===== src/sf_pkg.sv =====
// Purpose: shared constants and types of the serial flash command front end
// Assumes: one 50 MHz system clock oversamples the serial link
// Notes  : opcodes, register fields, reset values and state encodings
package sf_pkg;

  // ************************************************************
  // opcodes
  // ************************************************************
  localparam logic [7:0] NOP_CMD               = 8'h00;
  localparam logic [7:0] NORMAL_READ_CMD       = 8'h03;
  localparam logic [7:0] FAST_READ_CMD         = 8'h0B;
  localparam logic [7:0] DDR_READ_CMD          = 8'h0D;
  localparam logic [7:0] DUAL_OUT_READ_CMD     = 8'h3B;
  localparam logic [7:0] DUAL_LINE_READ_CMD    = 8'hBB;
  localparam logic [7:0] DDR_DUAL_READ_CMD     = 8'hBD;
  localparam logic [7:0] QUAD_OUT_READ_CMD     = 8'h6B;
  localparam logic [7:0] QUAD_LINE_READ_CMD    = 8'hEB;
  localparam logic [7:0] DDR_QUAD_READ_CMD     = 8'hED;
  localparam logic [7:0] PAGE_PROGRAM_CMD      = 8'h02;
  localparam logic [7:0] QUAD_PAGE_PROG_A_CMD  = 8'h32;
  localparam logic [7:0] QUAD_PAGE_PROG_B_CMD  = 8'h38;
  localparam logic [7:0] SECTOR_ERASE_A_CMD    = 8'hD7;
  localparam logic [7:0] SECTOR_ERASE_B_CMD    = 8'h20;
  localparam logic [7:0] BLOCK_ERASE_32K_CMD   = 8'h52;
  localparam logic [7:0] BLOCK_ERASE_64K_CMD   = 8'hD8;
  localparam logic [7:0] CHIP_ERASE_A_CMD      = 8'hC7;
  localparam logic [7:0] CHIP_ERASE_B_CMD      = 8'h60;
  localparam logic [7:0] WRITE_ENABLE_CMD      = 8'h06;
  localparam logic [7:0] WRITE_DISABLE_CMD     = 8'h04;
  localparam logic [7:0] STATUS_READ_CMD       = 8'h05;
  localparam logic [7:0] STATUS_WRITE_CMD      = 8'h01;
  localparam logic [7:0] BOOT_READ_CMD         = 8'h14;
  localparam logic [7:0] BOOT_WRITE_CMD        = 8'h15;
  localparam logic [7:0] FOUR_LINE_ENTER_CMD   = 8'h35;
  localparam logic [7:0] FOUR_LINE_EXIT_CMD    = 8'hF5;

  // ************************************************************
  // lines, dummy counts, fields
  // ************************************************************
  localparam logic [1:0]  W1               = 2'h0;
  localparam logic [1:0]  W2               = 2'h1;
  localparam logic [1:0]  W4               = 2'h2;
  localparam logic [3:0]  OE_W1            = 4'h2;
  localparam logic [3:0]  OE_W2            = 4'h3;
  localparam logic [3:0]  OE_W4            = 4'hF;
  localparam logic [4:0]  DUMMY_FAST       = 5'h08;
  localparam logic [4:0]  DUMMY_DUAL_IO    = 5'h04;
  localparam logic [4:0]  DUMMY_QUAD_IO    = 5'h06;
  localparam int          BOOT_ADDR_MSB    = 23;
  localparam int          BOOT_ADDR_LSB    = 5;
  localparam int          BOOT_DELAY_MSB   = 4;
  localparam int          BOOT_DELAY_LSB   = 1;
  localparam int          BOOT_EN_BIT      = 0;
  localparam logic [7:0]  BOOT_RSVD        = 8'h00;
  localparam logic [4:0]  BOOT_ALIGN       = 5'h00;
  localparam logic [23:0] BOOT_RESET       = 24'h000000;
  localparam int          SR_STATUS_WRITE_DISABLE          = 7;
  localparam int          SR_QE            = 6;
  localparam int          SR_BP_MSB        = 5;
  localparam int          SR_BP_LSB        = 2;
  localparam int          BLK_MSB          = 22;
  localparam int          BLK_LSB          = 16;
  localparam logic [7:0]  BLOCK_COUNT      = 8'h80;
  localparam logic [1:0]  ADDR_LAST        = 2'h2;
  localparam logic [1:0]  FIFO_DEPTH       = 2'h2;
  localparam logic [2:0]  STATUS_BYTES     = 3'h1;
  localparam logic [2:0]  BOOT_BYTES       = 3'h4;
  localparam logic [7:0]  FILL_BYTE        = 8'hFF;

  typedef enum logic [2:0] {
    ST_IDLE  = 3'h0,
    ST_CMD   = 3'h1,
    ST_ADDR  = 3'h3,
    ST_DUMMY = 3'h2,
    ST_DOUT  = 3'h6,
    ST_DIN   = 3'h7,
    ST_SKIP  = 3'h5,
    ST_BOOT  = 3'h4
  } state_t;

  typedef enum logic [1:0] {
    SRC_ARRAY  = 2'h0,
    SRC_STATUS = 2'h1,
    SRC_BOOT   = 2'h2
  } src_t;

  typedef enum logic [2:0] {
    AOP_NONE    = 3'h0,
    AOP_PROGRAM = 3'h1,
    AOP_SECTOR  = 3'h2,
    AOP_BLOCK32 = 3'h3,
    AOP_BLOCK64 = 3'h4,
    AOP_CHIP    = 3'h5
  } array_op_t;

endpackage


===== src/serial_flash_command_front_end.sv =====
// Purpose: instruction front end of a serial flash, oversampling the link
// Assumes: link pins are asynchronous; array answers on the same clock
// Notes  : operations are committed when chip select rises
// Contract
// - boot start address bits 23:5, 32-byte aligned
// - boot delay field follows read dummy count
// - default boot delay: 8 cycles, 6 quad
// - bit 0 enables boot fetch, default off
// - bits 31:24 reserved, always zero
// - status write blocked when disable set, pin low
// - program, erase, status write need write latch
// - block protect bits fence array modifications
// - opcode captured in 8-bit instruction register
// - all fields shifted most significant bit first
// - single-edge: sample rising clock, chip selected
// - double-edge: sample both clock edges
// - opcode, then three address bytes, then data
// - D7h or 20h: sector erase, three-byte address
// - C7h or 60h: chip erase, no address
// - 32h or 38h: quad program, single-line mode
// - read dummy count includes mode byte
module serial_flash_command_front_end (
  input  wire logic        clk_i,
  input  wire logic        rst_n_i,
  input  wire logic        cs_n_i,
  input  wire logic        sck_i,
  input  wire logic        wp_n_i,
  input  wire logic [3:0]  io_i,
  output logic      [3:0]  io_o,
  output logic      [3:0]  io_oe_o,
  input  wire logic        busy_i,
  input  wire logic        top_bottom_select_i,
  input  wire logic [3:0]  read_dummy_i,
  output logic             arr_read_o,
  output logic      [23:0] arr_addr_o,
  input  wire logic        arr_valid_i,
  input  wire logic [7:0]  arr_data_i,
  output logic             arr_ready_o,
  output logic             op_valid_o,
  output logic      [2:0]  op_kind_o,
  output logic      [23:0] op_addr_o,
  output logic             prog_valid_o,
  output logic      [7:0]  prog_data_o
);

  typedef struct packed {
    logic [2:0]          cs;
    logic [2:0]          sk;
    logic [1:0]          wp;
    logic [3:0]          io1;
    logic [3:0]          io2;
    sf_pkg::state_t      st;
    sf_pkg::state_t      after;
    logic [7:0]          instr;
    logic [2:0]          bits;
    logic [1:0]          nab;
    logic [23:0]         addr;
    logic [4:0]          cnt;
    logic [1:0]          win;
    logic [1:0]          wout;
    logic                ddr;
    sf_pkg::src_t        src;
    logic [31:0]         acc;
    logic [2:0]          nb;
    logic                ok;
    logic [7:0]          osh;
    logic [2:0]          ocnt;
    logic [1:0]          oidx;
    logic [3:0]          io_o;
    logic [3:0]          io_oe;
    logic                write_enable_latch;
    logic                status_write_disable;
    logic                qe;
    logic [3:0]          bp;
    logic [23:0]         abr;
    logic                four_line_instruction_mode;
    logic                rd;
    logic [1:0][7:0]     fd;
    logic [1:0]          fc;
    logic                fw;
    logic                fr;
    logic                opv;
    sf_pkg::array_op_t   opk;
    logic                pv;
    logic [7:0]          pd;
  } regs_t;

  regs_t               s_r;
  regs_t               s_nxt;
  logic                rise;
  logic                fall;
  logic                samp;
  logic                oedge;
  logic                cs_fall;
  logic                cs_rise;
  logic [2:0]          step;
  logic [2:0]          ostep;
  logic [31:0]         nacc;
  logic [2:0]          nbits;
  logic [1:0]          base;
  logic [4:0]          dfast;
  logic [4:0]          ddual;
  logic [4:0]          dquad;
  logic [4:0]          bdel;
  logic [7:0]          ob;
  logic [31:0]         boot_word;
  logic                push;
  logic                pop;
  sf_pkg::array_op_t   aop;
  logic                prot_hit;
  logic                din_ok;
  logic                commit;

  // ************************************************************
  // helpers
  // ************************************************************
  function automatic logic [31:0] shin(input logic [31:0] a, input logic [1:0] w, input logic [3:0] l);
    case (w)
      sf_pkg::W2: shin = {a[29:0], l[1:0]};
      sf_pkg::W4: shin = {a[27:0], l};
      default:    shin = {a[30:0], l[0]};
    endcase
  endfunction

  function automatic logic [3:0] lines(input logic [7:0] b, input logic [1:0] w);
    case (w)
      sf_pkg::W2: lines = {2'h0, b[7:6]};
      sf_pkg::W4: lines = b[7:4];
      default:    lines = {2'h0, b[7], 1'b0};
    endcase
  endfunction

  function automatic logic [3:0] oe_mask(input logic [1:0] w);
    case (w)
      sf_pkg::W2: oe_mask = sf_pkg::OE_W2;
      sf_pkg::W4: oe_mask = sf_pkg::OE_W4;
      default:    oe_mask = sf_pkg::OE_W1;
    endcase
  endfunction

  function automatic logic prot(input logic [3:0] bp, input logic tb, input logic [6:0] blk,
                                input logic chip);
    logic [7:0] span;
    span = 8'h01 << (bp[2:0] - 3'h1);
    if (bp == 4'h0)
      prot = 1'b0;
    else if (chip || bp[3])
      prot = 1'b1;
    else if (tb)
      prot = ({1'b0, blk} < span);
    else
      prot = ({1'b0, blk} >= (sf_pkg::BLOCK_COUNT - span));
  endfunction

  // ************************************************************
  // next state
  // ************************************************************
  always_comb begin
    s_nxt   = s_r;
    s_nxt.cs  = {s_r.cs[1:0], cs_n_i};
    s_nxt.sk  = {s_r.sk[1:0], sck_i};
    s_nxt.wp  = {s_r.wp[0], wp_n_i};
    s_nxt.io1 = io_i;
    s_nxt.io2 = s_r.io1;
    s_nxt.opv = 1'b0;
    s_nxt.pv  = 1'b0;
    cs_fall = ~s_r.cs[1] & s_r.cs[2];
    cs_rise = s_r.cs[1] & ~s_r.cs[2];
    rise    = s_r.sk[1] & ~s_r.sk[2] & ~s_r.cs[1];
    fall    = ~s_r.sk[1] & s_r.sk[2] & ~s_r.cs[1];
    samp    = rise | (s_r.ddr & fall);
    oedge   = fall | (s_r.ddr & rise);
    step    = 3'h1 << s_r.win;
    ostep   = 3'h1 << s_r.wout;
    nacc    = shin(s_r.acc, s_r.win, s_r.io2);
    nbits   = s_r.bits + step;
    base    = s_r.four_line_instruction_mode ? sf_pkg::W4 : sf_pkg::W1;
    dfast   = (read_dummy_i != 4'h0) ? {1'b0, read_dummy_i} : sf_pkg::DUMMY_FAST;
    ddual   = (read_dummy_i != 4'h0) ? {1'b0, read_dummy_i} : sf_pkg::DUMMY_DUAL_IO;
    dquad   = (read_dummy_i != 4'h0) ? {1'b0, read_dummy_i} : sf_pkg::DUMMY_QUAD_IO;
    if (s_r.abr[sf_pkg::BOOT_DELAY_MSB:sf_pkg::BOOT_DELAY_LSB] != 4'h0)
      bdel = {1'b0, s_r.abr[sf_pkg::BOOT_DELAY_MSB:sf_pkg::BOOT_DELAY_LSB]};
    else
      bdel = s_r.qe ? dquad : dfast;
    boot_word = {sf_pkg::BOOT_RSVD, s_r.abr};
    ob        = s_r.osh;
    pop       = 1'b0;
    push      = arr_valid_i && (s_r.fc != sf_pkg::FIFO_DEPTH);
    case (s_r.instr)
      sf_pkg::PAGE_PROGRAM_CMD, sf_pkg::QUAD_PAGE_PROG_A_CMD,
      sf_pkg::QUAD_PAGE_PROG_B_CMD:                   aop = sf_pkg::AOP_PROGRAM;
      sf_pkg::SECTOR_ERASE_A_CMD,
      sf_pkg::SECTOR_ERASE_B_CMD:                     aop = sf_pkg::AOP_SECTOR;
      sf_pkg::BLOCK_ERASE_32K_CMD:                    aop = sf_pkg::AOP_BLOCK32;
      sf_pkg::BLOCK_ERASE_64K_CMD:                    aop = sf_pkg::AOP_BLOCK64;
      sf_pkg::CHIP_ERASE_A_CMD, sf_pkg::CHIP_ERASE_B_CMD: aop = sf_pkg::AOP_CHIP;
      default:                                        aop = sf_pkg::AOP_NONE;
    endcase
    prot_hit = prot(s_r.bp, top_bottom_select_i, s_r.addr[sf_pkg::BLK_MSB:sf_pkg::BLK_LSB],
                    aop == sf_pkg::AOP_CHIP);
    if (s_r.instr == sf_pkg::STATUS_WRITE_CMD)
      din_ok = (s_r.nb == sf_pkg::STATUS_BYTES);
    else if (s_r.instr == sf_pkg::BOOT_WRITE_CMD)
      din_ok = (s_r.nb == sf_pkg::BOOT_BYTES);
    else
      din_ok = (s_r.nb != 3'h0);
    din_ok = din_ok && (s_r.bits == 3'h0);
    commit = ((s_r.st == sf_pkg::ST_SKIP) && s_r.ok) || ((s_r.st == sf_pkg::ST_DIN) && din_ok);

    if (push) begin
      s_nxt.fd[s_r.fw] = arr_data_i;
      s_nxt.fw         = ~s_r.fw;
    end

    case (s_r.st)
      sf_pkg::ST_CMD: if (samp) begin
        s_nxt.acc  = nacc;
        s_nxt.bits = nbits;
        if (nbits == 3'h0) begin
          s_nxt.instr = nacc[7:0];
          s_nxt.acc   = 32'h0000_0000;
          s_nxt.st    = sf_pkg::ST_SKIP;
          s_nxt.after = sf_pkg::ST_DUMMY;
          s_nxt.wout  = base;
          s_nxt.src   = sf_pkg::SRC_ARRAY;
          s_nxt.cnt   = 5'h00;
          case (nacc[7:0])
            sf_pkg::NORMAL_READ_CMD: if (!s_r.four_line_instruction_mode) s_nxt.st = sf_pkg::ST_ADDR;
            sf_pkg::FAST_READ_CMD, sf_pkg::DDR_READ_CMD: begin
              s_nxt.st  = sf_pkg::ST_ADDR;
              s_nxt.cnt = dfast;
              s_nxt.ddr = (nacc[7:0] == sf_pkg::DDR_READ_CMD);
            end
            sf_pkg::DUAL_OUT_READ_CMD, sf_pkg::QUAD_OUT_READ_CMD: if (!s_r.four_line_instruction_mode) begin
              s_nxt.st   = sf_pkg::ST_ADDR;
              s_nxt.cnt  = dfast;
              s_nxt.wout = (nacc[7:0] == sf_pkg::DUAL_OUT_READ_CMD) ? sf_pkg::W2 : sf_pkg::W4;
            end
            sf_pkg::DUAL_LINE_READ_CMD, sf_pkg::DDR_DUAL_READ_CMD: if (!s_r.four_line_instruction_mode) begin
              s_nxt.st   = sf_pkg::ST_ADDR;
              s_nxt.cnt  = ddual;
              s_nxt.win  = sf_pkg::W2;
              s_nxt.wout = sf_pkg::W2;
              s_nxt.ddr  = (nacc[7:0] == sf_pkg::DDR_DUAL_READ_CMD);
            end
            sf_pkg::QUAD_LINE_READ_CMD, sf_pkg::DDR_QUAD_READ_CMD: begin
              s_nxt.st   = sf_pkg::ST_ADDR;
              s_nxt.cnt  = dquad;
              s_nxt.win  = sf_pkg::W4;
              s_nxt.wout = sf_pkg::W4;
              s_nxt.ddr  = (nacc[7:0] == sf_pkg::DDR_QUAD_READ_CMD);
            end
            sf_pkg::PAGE_PROGRAM_CMD: begin
              s_nxt.st    = sf_pkg::ST_ADDR;
              s_nxt.after = sf_pkg::ST_DIN;
            end
            sf_pkg::QUAD_PAGE_PROG_A_CMD, sf_pkg::QUAD_PAGE_PROG_B_CMD: if (!s_r.four_line_instruction_mode) begin
              s_nxt.st    = sf_pkg::ST_ADDR;
              s_nxt.after = sf_pkg::ST_DIN;
              s_nxt.wout  = sf_pkg::W4;
            end
            sf_pkg::SECTOR_ERASE_A_CMD, sf_pkg::SECTOR_ERASE_B_CMD,
            sf_pkg::BLOCK_ERASE_32K_CMD, sf_pkg::BLOCK_ERASE_64K_CMD: begin
              s_nxt.st    = sf_pkg::ST_ADDR;
              s_nxt.after = sf_pkg::ST_SKIP;
            end
            sf_pkg::CHIP_ERASE_A_CMD, sf_pkg::CHIP_ERASE_B_CMD,
            sf_pkg::WRITE_ENABLE_CMD, sf_pkg::WRITE_DISABLE_CMD: s_nxt.ok = 1'b1;
            sf_pkg::FOUR_LINE_ENTER_CMD: s_nxt.ok = ~s_r.four_line_instruction_mode;
            sf_pkg::FOUR_LINE_EXIT_CMD:  s_nxt.ok = s_r.four_line_instruction_mode;
            sf_pkg::STATUS_READ_CMD: begin
              s_nxt.st  = sf_pkg::ST_DOUT;
              s_nxt.src = sf_pkg::SRC_STATUS;
            end
            sf_pkg::BOOT_READ_CMD: begin
              s_nxt.st  = sf_pkg::ST_DOUT;
              s_nxt.src = sf_pkg::SRC_BOOT;
            end
            sf_pkg::STATUS_WRITE_CMD, sf_pkg::BOOT_WRITE_CMD: s_nxt.st = sf_pkg::ST_DIN;
            default: ;
          endcase
        end
      end
      sf_pkg::ST_ADDR: if (samp) begin
        s_nxt.acc  = nacc;
        s_nxt.bits = nbits;
        if (nbits == 3'h0) begin
          s_nxt.nab = s_r.nab + 2'h1;
          if (s_r.nab == sf_pkg::ADDR_LAST) begin
            s_nxt.addr = nacc[23:0];
            s_nxt.acc  = 32'h0000_0000;
            s_nxt.nab  = 2'h0;
            s_nxt.st   = s_r.after;
            case (s_r.after)
              sf_pkg::ST_DUMMY: begin
                s_nxt.rd = 1'b1;
                if (s_r.cnt == 5'h00)
                  s_nxt.st = sf_pkg::ST_DOUT;
              end
              sf_pkg::ST_DIN: s_nxt.win = s_r.wout;
              default:        s_nxt.ok  = 1'b1;
            endcase
          end
        end
      end
      sf_pkg::ST_DUMMY, sf_pkg::ST_BOOT: if (rise) begin
        s_nxt.cnt = s_r.cnt - 5'h01;
        if (s_r.cnt <= 5'h01)
          s_nxt.st = sf_pkg::ST_DOUT;
      end
      sf_pkg::ST_DOUT: if (oedge) begin
        if (s_r.ocnt == 3'h0) begin
          s_nxt.oidx = s_r.oidx + 2'h1;
          case (s_r.src)
            sf_pkg::SRC_STATUS: ob = {s_r.status_write_disable, s_r.qe, s_r.bp, s_r.write_enable_latch, busy_i};
            sf_pkg::SRC_BOOT:   ob = boot_word[{~s_r.oidx, 3'h0} +: 8];
            default: begin
              pop = (s_r.fc != 2'h0);
              ob  = pop ? s_r.fd[s_r.fr] : sf_pkg::FILL_BYTE;
            end
          endcase
        end
        s_nxt.io_o  = lines(ob, s_r.wout);
        s_nxt.io_oe = oe_mask(s_r.wout);
        s_nxt.osh   = ob << ostep;
        s_nxt.ocnt  = s_r.ocnt + ostep;
      end
      sf_pkg::ST_DIN: if (samp) begin
        s_nxt.acc  = nacc;
        s_nxt.bits = nbits;
        if (nbits == 3'h0) begin
          if (s_r.nb != 3'h7)
            s_nxt.nb = s_r.nb + 3'h1;
          s_nxt.pv = (aop == sf_pkg::AOP_PROGRAM) && s_r.write_enable_latch && !prot_hit;
          s_nxt.pd = nacc[7:0];
        end
      end
      sf_pkg::ST_SKIP: if (samp) s_nxt.ok = 1'b0;
      default: ;
    endcase

    if (pop)
      s_nxt.fr = ~s_r.fr;
    s_nxt.fc = s_r.fc + {1'b0, push} - {1'b0, pop};

    if (cs_fall) begin
      s_nxt.st    = sf_pkg::ST_CMD;
      s_nxt.instr = sf_pkg::NOP_CMD;
      s_nxt.bits  = 3'h0;
      s_nxt.acc   = 32'h0000_0000;
      s_nxt.nab   = 2'h0;
      s_nxt.nb    = 3'h0;
      s_nxt.ok    = 1'b0;
      s_nxt.win   = base;
      s_nxt.ddr   = 1'b0;
      s_nxt.ocnt  = 3'h0;
      s_nxt.oidx  = 2'h0;
      if (s_r.abr[sf_pkg::BOOT_EN_BIT]) begin
        s_nxt.st   = sf_pkg::ST_BOOT;
        s_nxt.cnt  = bdel;
        s_nxt.src  = sf_pkg::SRC_ARRAY;
        s_nxt.wout = s_r.qe ? sf_pkg::W4 : sf_pkg::W1;
        s_nxt.addr = {s_r.abr[sf_pkg::BOOT_ADDR_MSB:sf_pkg::BOOT_ADDR_LSB], sf_pkg::BOOT_ALIGN};
        s_nxt.rd   = 1'b1;
      end
    end

    if (cs_rise) begin
      s_nxt.st    = sf_pkg::ST_IDLE;
      s_nxt.io_oe = 4'h0;
      s_nxt.rd    = 1'b0;
      s_nxt.ddr   = 1'b0;
      s_nxt.fc    = 2'h0;
      s_nxt.fw    = 1'b0;
      s_nxt.fr    = 1'b0;
      if (commit) begin
        case (s_r.instr)
          sf_pkg::WRITE_ENABLE_CMD:    s_nxt.write_enable_latch = 1'b1;
          sf_pkg::WRITE_DISABLE_CMD:   s_nxt.write_enable_latch = 1'b0;
          sf_pkg::FOUR_LINE_ENTER_CMD: s_nxt.four_line_instruction_mode = 1'b1;
          sf_pkg::FOUR_LINE_EXIT_CMD:  s_nxt.four_line_instruction_mode = 1'b0;
          sf_pkg::STATUS_WRITE_CMD: if (s_r.write_enable_latch) begin
            s_nxt.write_enable_latch = 1'b0;
            if (!(s_r.status_write_disable && !s_r.wp[1])) begin
              s_nxt.status_write_disable = s_r.acc[sf_pkg::SR_STATUS_WRITE_DISABLE];
              s_nxt.qe   = s_r.acc[sf_pkg::SR_QE];
              s_nxt.bp   = s_r.acc[sf_pkg::SR_BP_MSB:sf_pkg::SR_BP_LSB];
            end
          end
          sf_pkg::BOOT_WRITE_CMD: if (s_r.write_enable_latch) begin
            s_nxt.write_enable_latch = 1'b0;
            s_nxt.abr = s_r.acc[sf_pkg::BOOT_ADDR_MSB:sf_pkg::BOOT_EN_BIT];
          end
          default: if (s_r.write_enable_latch && aop != sf_pkg::AOP_NONE) begin
            s_nxt.write_enable_latch = 1'b0;
            if (!prot_hit) begin
              s_nxt.opv = 1'b1;
              s_nxt.opk = aop;
            end
          end
        endcase
      end
    end
  end

  // ************************************************************
  // registers
  // ************************************************************
  always_ff @(posedge clk_i) begin
    if (!rst_n_i) begin
      s_r     <= '0;
      s_r.cs  <= 3'h7;
      s_r.wp  <= 2'h3;
      s_r.abr <= sf_pkg::BOOT_RESET;
    end else begin
      s_r <= s_nxt;
    end
  end

  assign io_o         = s_r.io_o;
  assign io_oe_o      = s_r.io_oe;
  assign arr_read_o   = s_r.rd;
  assign arr_addr_o   = s_r.addr;
  assign arr_ready_o  = (s_r.fc != sf_pkg::FIFO_DEPTH);
  assign op_valid_o   = s_r.opv;
  assign op_kind_o    = s_r.opk;
  assign op_addr_o    = s_r.addr;
  assign prog_valid_o = s_r.pv;
  assign prog_data_o  = s_r.pd;

endmodule


===== config.mk =====
export PLATFORM = sky130hd
export DESIGN_NAME = serial_flash_command_front_end
export DESIGN_NICKNAME = d
export VERILOG_FILES = /design/src/sf_pkg.sv /design/src/serial_flash_command_front_end.sv
export SDC_FILE = /design/constraint.sdc
export NUM_CORES = 1
export LEC_CHECK = 0
export BUFFER_PORTS_ARGS = -buffer_cell sky130_fd_sc_hd__clkbuf_2
export CORE_ASPECT_RATIO = 1.2
export CORE_MARGIN = 5
export CORE_UTILIZATION = 45
export DETAILED_ROUTE_END_ITERATION = 8
export PLACE_DENSITY_LB_ADDON = 0.2
export SKIP_LAST_GASP = 1
export SYNTH_ARGS = -nofsm -noshare
export SYNTH_HDL_FRONTEND = slang
export SYNTH_SLANG_ARGS = --single-unit

===== constraint.sdc =====
create_clock -name clk_i -period 3.72 [get_ports clk_i]
set_input_delay 0.186 -clock clk_i [delete_from_list [all_inputs] [get_ports clk_i]]
set_output_delay 0.186 -clock clk_i [all_outputs]
set_load 0.01 [all_outputs]

Word level (Yosys, flattened, before mapping)
Cells that the tools add are included.

Register bits: 193. Logic and storage cells: 348.

Add/sub/neg operators: 10. $lt $le $gt $ge: 6. Eq/ne operators: 83. Shift operators: 5. Muxes and demuxes: 107. Bitwise gates (word level): 26. Reduce and logical (&&, ||, !) cells: 71.

Operator list (count): $eq A8 B8 Y1 const B (12); $mux W32 (3); $pmux W32 S3 (1); $mux W44 (2); $eq A8 B6 Y1 const B (9); $mux W72 (1); $pmux W32 S2 (1); $mux W29 (2); $mux W8 (7); $mux W26 (2); $mux W3 (14); $eq A8 B3 Y1 const B (5); $eq A8 B7 Y1 const B (5); $mux W35 (1); $reduce_or A2 Y1 (16); $shiftx A32 B6 Y8 (1); $mux W10 (3); $pmux W3 S5 (2); $mux W4 (7); $pmux W3 S3 (3); $eq A8 B2 Y1 const B (3); $eq A8 B5 Y1 const B (3); $mux W1 (24); $mux W24 (1); 72 further kinds (180).

Depth between registers and ports, before layout
Depth after elaboration: 13. Gate-level depth with buffers: 16.

Worst setup path after synthesis
No wires, ideal clock.

Path type: register to register. Start: register s_r[129] (netlist name). End: register s_r (netlist bit arr_addr_o[10]). Arrival: 3544 ps. Required time: 3634 ps. Slack: 90 ps. Cell stages (with the launch flop): 16. Path buffers: 5. Clock period less this slack: 3630 ps. Cells stage by stage: dfxtp_1 -> inv_1 -> ha_1 -> buf_2 -> buf_1 -> clkbuf_1 -> inv_1 -> fa_1 -> xnor3_1 -> a2111oi_4 -> nand2_2 -> or2_1 -> clkbuf_1 -> buf_2 -> mux2i_1 -> a211oi_1.

Longest elaborated chain between the ends: 8.

RTL lines: start: declaration (line serial_flash_command_front_end.sv:88) `regs_t s_r;`; start signal: assignment (line serial_flash_command_front_end.sv:416) `s_r <= s_nxt;`; $shl A1 B2 Y3, or another cell as far along (line serial_flash_command_front_end.sv:173) `step = 3'h1 << s_r.win;`; $add A3 B3 Y3 or $pmux W32 S2 (tied branches) (line serial_flash_command_front_end.sv:176, serial_flash_command_front_end.sv:118); $logic_not A3 Y1 or $mux W26 (tied branches) (line serial_flash_command_front_end.sv:287, serial_flash_command_front_end.sv:289); $mux W26 (*) (line serial_flash_command_front_end.sv:287) `if (nbits == 3'h0) begin`; $mux W29 (*) (line serial_flash_command_front_end.sv:284) `sf_pkg::ST_ADDR: if (samp) begin`; $mux W24 (*) (line serial_flash_command_front_end.sv:215) `case (s_r.st)`; $mux W29 (line serial_flash_command_front_end.sv:358) `if (s_r.abr[sf_pkg::BOOT_EN_BIT]) begin`; $mux W72 (*) (line serial_flash_command_front_end.sv:346) `if (cs_fall) begin`.

Mark *: on every way between the ends. The rest lies on a longest branch, timed or not. The select of a mux whose other input is x is not followed. A chain may end at the register's enable or synchronous reset.

Final worst setup path
Start: register s_r[60] (netlist name). End: register s_r (netlist bit op_kind_o[2]).

Longest elaborated chain between the ends: 9.

RTL lines: $sub A3 B1 Y3 (line serial_flash_command_front_end.sv:144) `span = 8'h01 << (bp[2:0] - 3'h1);`; $shl A1 B3 Y8 (line serial_flash_command_front_end.sv:144); $sub A8 B8 Y8 (line serial_flash_command_front_end.sv:152) `prot = ({1'b0, blk} >= (sf_pkg::BLOCK_COUNT - span));`; $ge A7 B8 Y1 (line serial_flash_command_front_end.sv:152); $mux W1 (line serial_flash_command_front_end.sv:149) `else if (tb)`; $mux W1 (line serial_flash_command_front_end.sv:147) `else if (chip || bp[3])`; $mux W1 (*) (line serial_flash_command_front_end.sv:145) `if (bp == 4'h0)`; $not A1 Y1 (no source line) (*); $reduce_and A5 Y1 (no source line) (*).

Mark *: on every way between the ends. The rest lies on a longest branch, timed or not.

==> results.json <==
{
  "slew_headroom": 0.407,
  "grt_antenna_before_repair": 0,
  "cts-buffers-inserted": 17,
  "finalWirelength_um": 28800,
  "grt_max_degree": 47,
  "synth_edf_count": 0,
  "synth_ff_type": "dfxtp_1",
  "rows": 61,
  "final-hold-violation-count": 0,
  "finClkSkew_ns": 0.0118,
  "required_ns": 4.08,
  "synth_common_cells": "211 x nor2_1, 184 x dfxtp_1, 109 x a21oi_1",
  "post-route-min-period_ns": 3.29,
  "drtIter0Drc": 667,
  "final_layout_size_suffix_gt1_frac": 0.129,
  "drv_slew": 0,
  "die_h_um": 177,
  "critPathArrivalTime_ns": 3.64,
  "synth.most_common_cell": "nor2_1",
  "syn_area_um2": 10500,
  "wl_per_cell_um": 17.6,
  "grt.overflow.total": 0,
  "hpwl_um": 20600,
  "leakage_nw": 4.41,
  "grt_pass1_vias": 8620,
  "synth-compound-area-share": 0.202,
  "pin_count": 95,
  "hp-class": "primary input to register",
  "clk_path_buf_depth": 2,
  "path_clk_slew_ns": 0.07,
  "synth_top_cell_area_share": 0.352,
  "n_fill_cell": 2270,
  "clock_latency_ns": 0.44,
  "synthSimpleGateAreaFrac": 0.212,
  "rsz0062_at_grt": "no",
  "gp_congestion": 0.912,
  "critPathMaxFanout": 12,
  "p_per_area_nw_per_um2": 348,
  "period_share": 0.884,
  "async_flop_share": 0,
  "final_net_count": 1364,
  "root_buffer": "clkbuf_16",
  "cts_tree": "yes",
  "synthMuxAreaShare": 0.0824,
  "drcViolationCount": 0,
  "syn_inst": 1306,
  "final_antenna_net_count": 0,
  "num_vias": 9234,
  "dr.pass1.iters": 5,
  "cts_num_sinks": 184,
  "diodes": 0,
  "die_x_um": 149,
  "initial_utilization": 0.454,
  "grt_usage": 0.217,
  "synth_seq_cells": 184,
  "dieArea_um2": 26400,
  "status": "finished clean",
  "cap_violations": 0,
  "fin_hold_ws_ns": 0.0775,
  "max_freq_mhz": 304,
  "synth_fa_ha_area_frac": 0.0421,
  "core_area_um2": 23000,
  "worst_setup_path_end_kind": "register",
  "yosysSeqAreaShare": 0.352,
  "grt_pass1_wl_um": 46000,
  "yosys-top-cells-area": "dfxtp_1 35%, mux2i_1 8.1%, nor2_1 7.6%",
  "setup_viol": 0,
  "syn_area_per_cell_um2": 8.01,
  "syn_nets": 1364,
  "viasPerCell": 5.65,
  "synthToLayoutAreaGrowth_pct": 8.70,
  "setup_tns_ns": 0,
  "htree_num_levels": 4,
  "yosys_warnings": 0,
  "criticalPathCategory": "register to register",
  "synth_xor_area_frac": 0.0130,
  "synth_top_cell_by_area": "dfxtp_1",
  "netlist-cell-type-count": 79,
  "ir_drop_mv": 0.318,
  "numPortBuffers": 94,
  "critPathLaunchType": "register",
  "synth_top_family_by_area": "simple AND/OR/NAND/NOR gates",
  "worst_pin_slew_ns": 0.881
}
## state kept, by name, summed over array words and instances, names as in the netlist
signal,flops
s_r,106
op_kind_o,3
boot_word,24
arr_addr_o,24
op_valid_o,1
arr_read_o,1
io_oe_o,3
s_nxt,9
io_o,4
prog_valid_o,1
prog_data_o,8
## what timing repair did
item                                   4_1_cts  5_1_grt
setup endpoints to repair                    0        1
endpoints found under the hold margin       21        0
buffers inserted                             0        0
resized for setup                            0        1
hold buffers                                16        0
## cells by family after synthesis
kind of cell / count (synthesis)
AO/OA/AOI/OAI: 321
XOR/XNOR: 14
AND/OR/NAND/NOR: 477
buffers and inverters: 190
multiplexers: 86
flip-flops: 184
adder cells (fa/ha/maj): 34
## through the flow
| step | setup WS (ns) | instance area, um2 | instances | power (mW) | utilization |
|---|---|---|---|---|---|
| final | 0.433 | 11400 | 1633 | 3.96 | 0.494 |
| after global routing | 0.114 | 11400 | 1633 | 4.10 | 0.494 |
| after CTS | 0.318 | 11400 | 1633 | 3.99 | 0.494 |
| after detailed placement | 0.354 | 10700 | 1586 | 2.26 | 0.463 |
| after global placement | 0.482 | 10700 | 1586 | 2.26 | 0.463 |
| after floorplan | 0.0904 | 10500 | 1306 | 2.19 | - |
## worst max-delay path, cell delays in order, from the launching register on
cell and delay (ns):
dfxtp_1 0.50, or3b_2 0.50, ha_1 0.27, nand2b_1 0.15, o21ai_0 0.17, ha_1 0.28
a211oi_1 0.18, o21ai_0 0.11, o21ai_0 0.19, a21boi_1 0.23, or3_1 0.45, a21oi_1 0.17
## per-layer routing
layer  vias to the layer above  routed length [um]  global-route usage
met2                       272               13900               0.369
li1                       4553                   -                   -
met1                      4360               12900               0.282
met5                         -                   0                   0
met4                         0                 740              0.0805
met3                        49                1200              0.0284
## layout by cell type (no fill, tap or decap), types with 5 or more instances in the layout
master | Yosys | layout
a211oi_1 | 21 | 21
a21o_1 | 11 | 11
a21oi_1 | 109 | 109
a221oi_1 | 8 | 8
a22o_1 | 5 | 5
a22oi_1 | 54 | 54
a31oi_1 | 10 | 10
and2_1 | 13 | 13
buf_4 | 69 | 25
clkbuf_16 | 0 | 17
clkbuf_2 | 0 | 94
dfxtp_1 | 184 | 184
dlygate4sd3_1 | 0 | 16
ha_1 | 32 | 31
inv_1 | 34 | 34
mux2i_1 | 85 | 85
nand2_1 | 95 | 95
nand2b_1 | 21 | 21
nand3_1 | 28 | 28
nand3b_1 | 7 | 7
nand4_1 | 5 | 5
nand4b_1 | 7 | 7
nor2_1 | 211 | 211
nor2b_1 | 9 | 9
nor3_1 | 34 | 34
o211ai_1 | 10 | 10
o21a_1 | 6 | 6
o21ai_0 | 39 | 39
o22ai_1 | 6 | 6
o31ai_1 | 5 | 5
or3_1 | 14 | 14
xnor2_1 | 5 | 5
xor2_1 | 8 | 8
## power breakdown
part	leakage (nW)	total, mW	switching, mW	internal [mW]
logic	2.65	0.221	0.137	0.0844
registers	1.49	2.01	0.0173	1.99
clock network	0.270	1.73	0.833	0.902
total	4.41	3.96	0.987	2.98
## cell type report
type / instances / area (um2) / area share
Multi-Input combinational cell: 932 / 5780 / 0.508
Sequential cell: 184 / 3680 / 0.324
Timing Repair Buffer: 136 / 838 / 0.0737
Clock buffer: 20 / 457 / 0.0401
Tap cell: 315 / 394 / 0.0346
Inverter: 35 / 131 / 0.0115
Clock inverter: 11 / 90.1 / 0.00792
## path summary, 6_finish.rpt
check / startpoint / to / slack, ns / cells after the start
min reg2reg: s_nxt[192]$_SDFF_PN1_ / s_nxt[193]$_SDFF_PN1_ / 0.41 / 1
max reg2reg: s_r[60]$_SDFFE_PN0P_ / op_kind_o[2]$_SDFFE_PN0P_ / 0.43 / 11
min: rst_n_i / s_r[187]$_SDFF_PN1_ / 0.08 / 2
max: s_r[60]$_SDFFE_PN0P_ / op_kind_o[2]$_SDFFE_PN0P_ / 0.43 / 11
(Power assumes the default switching activity.)
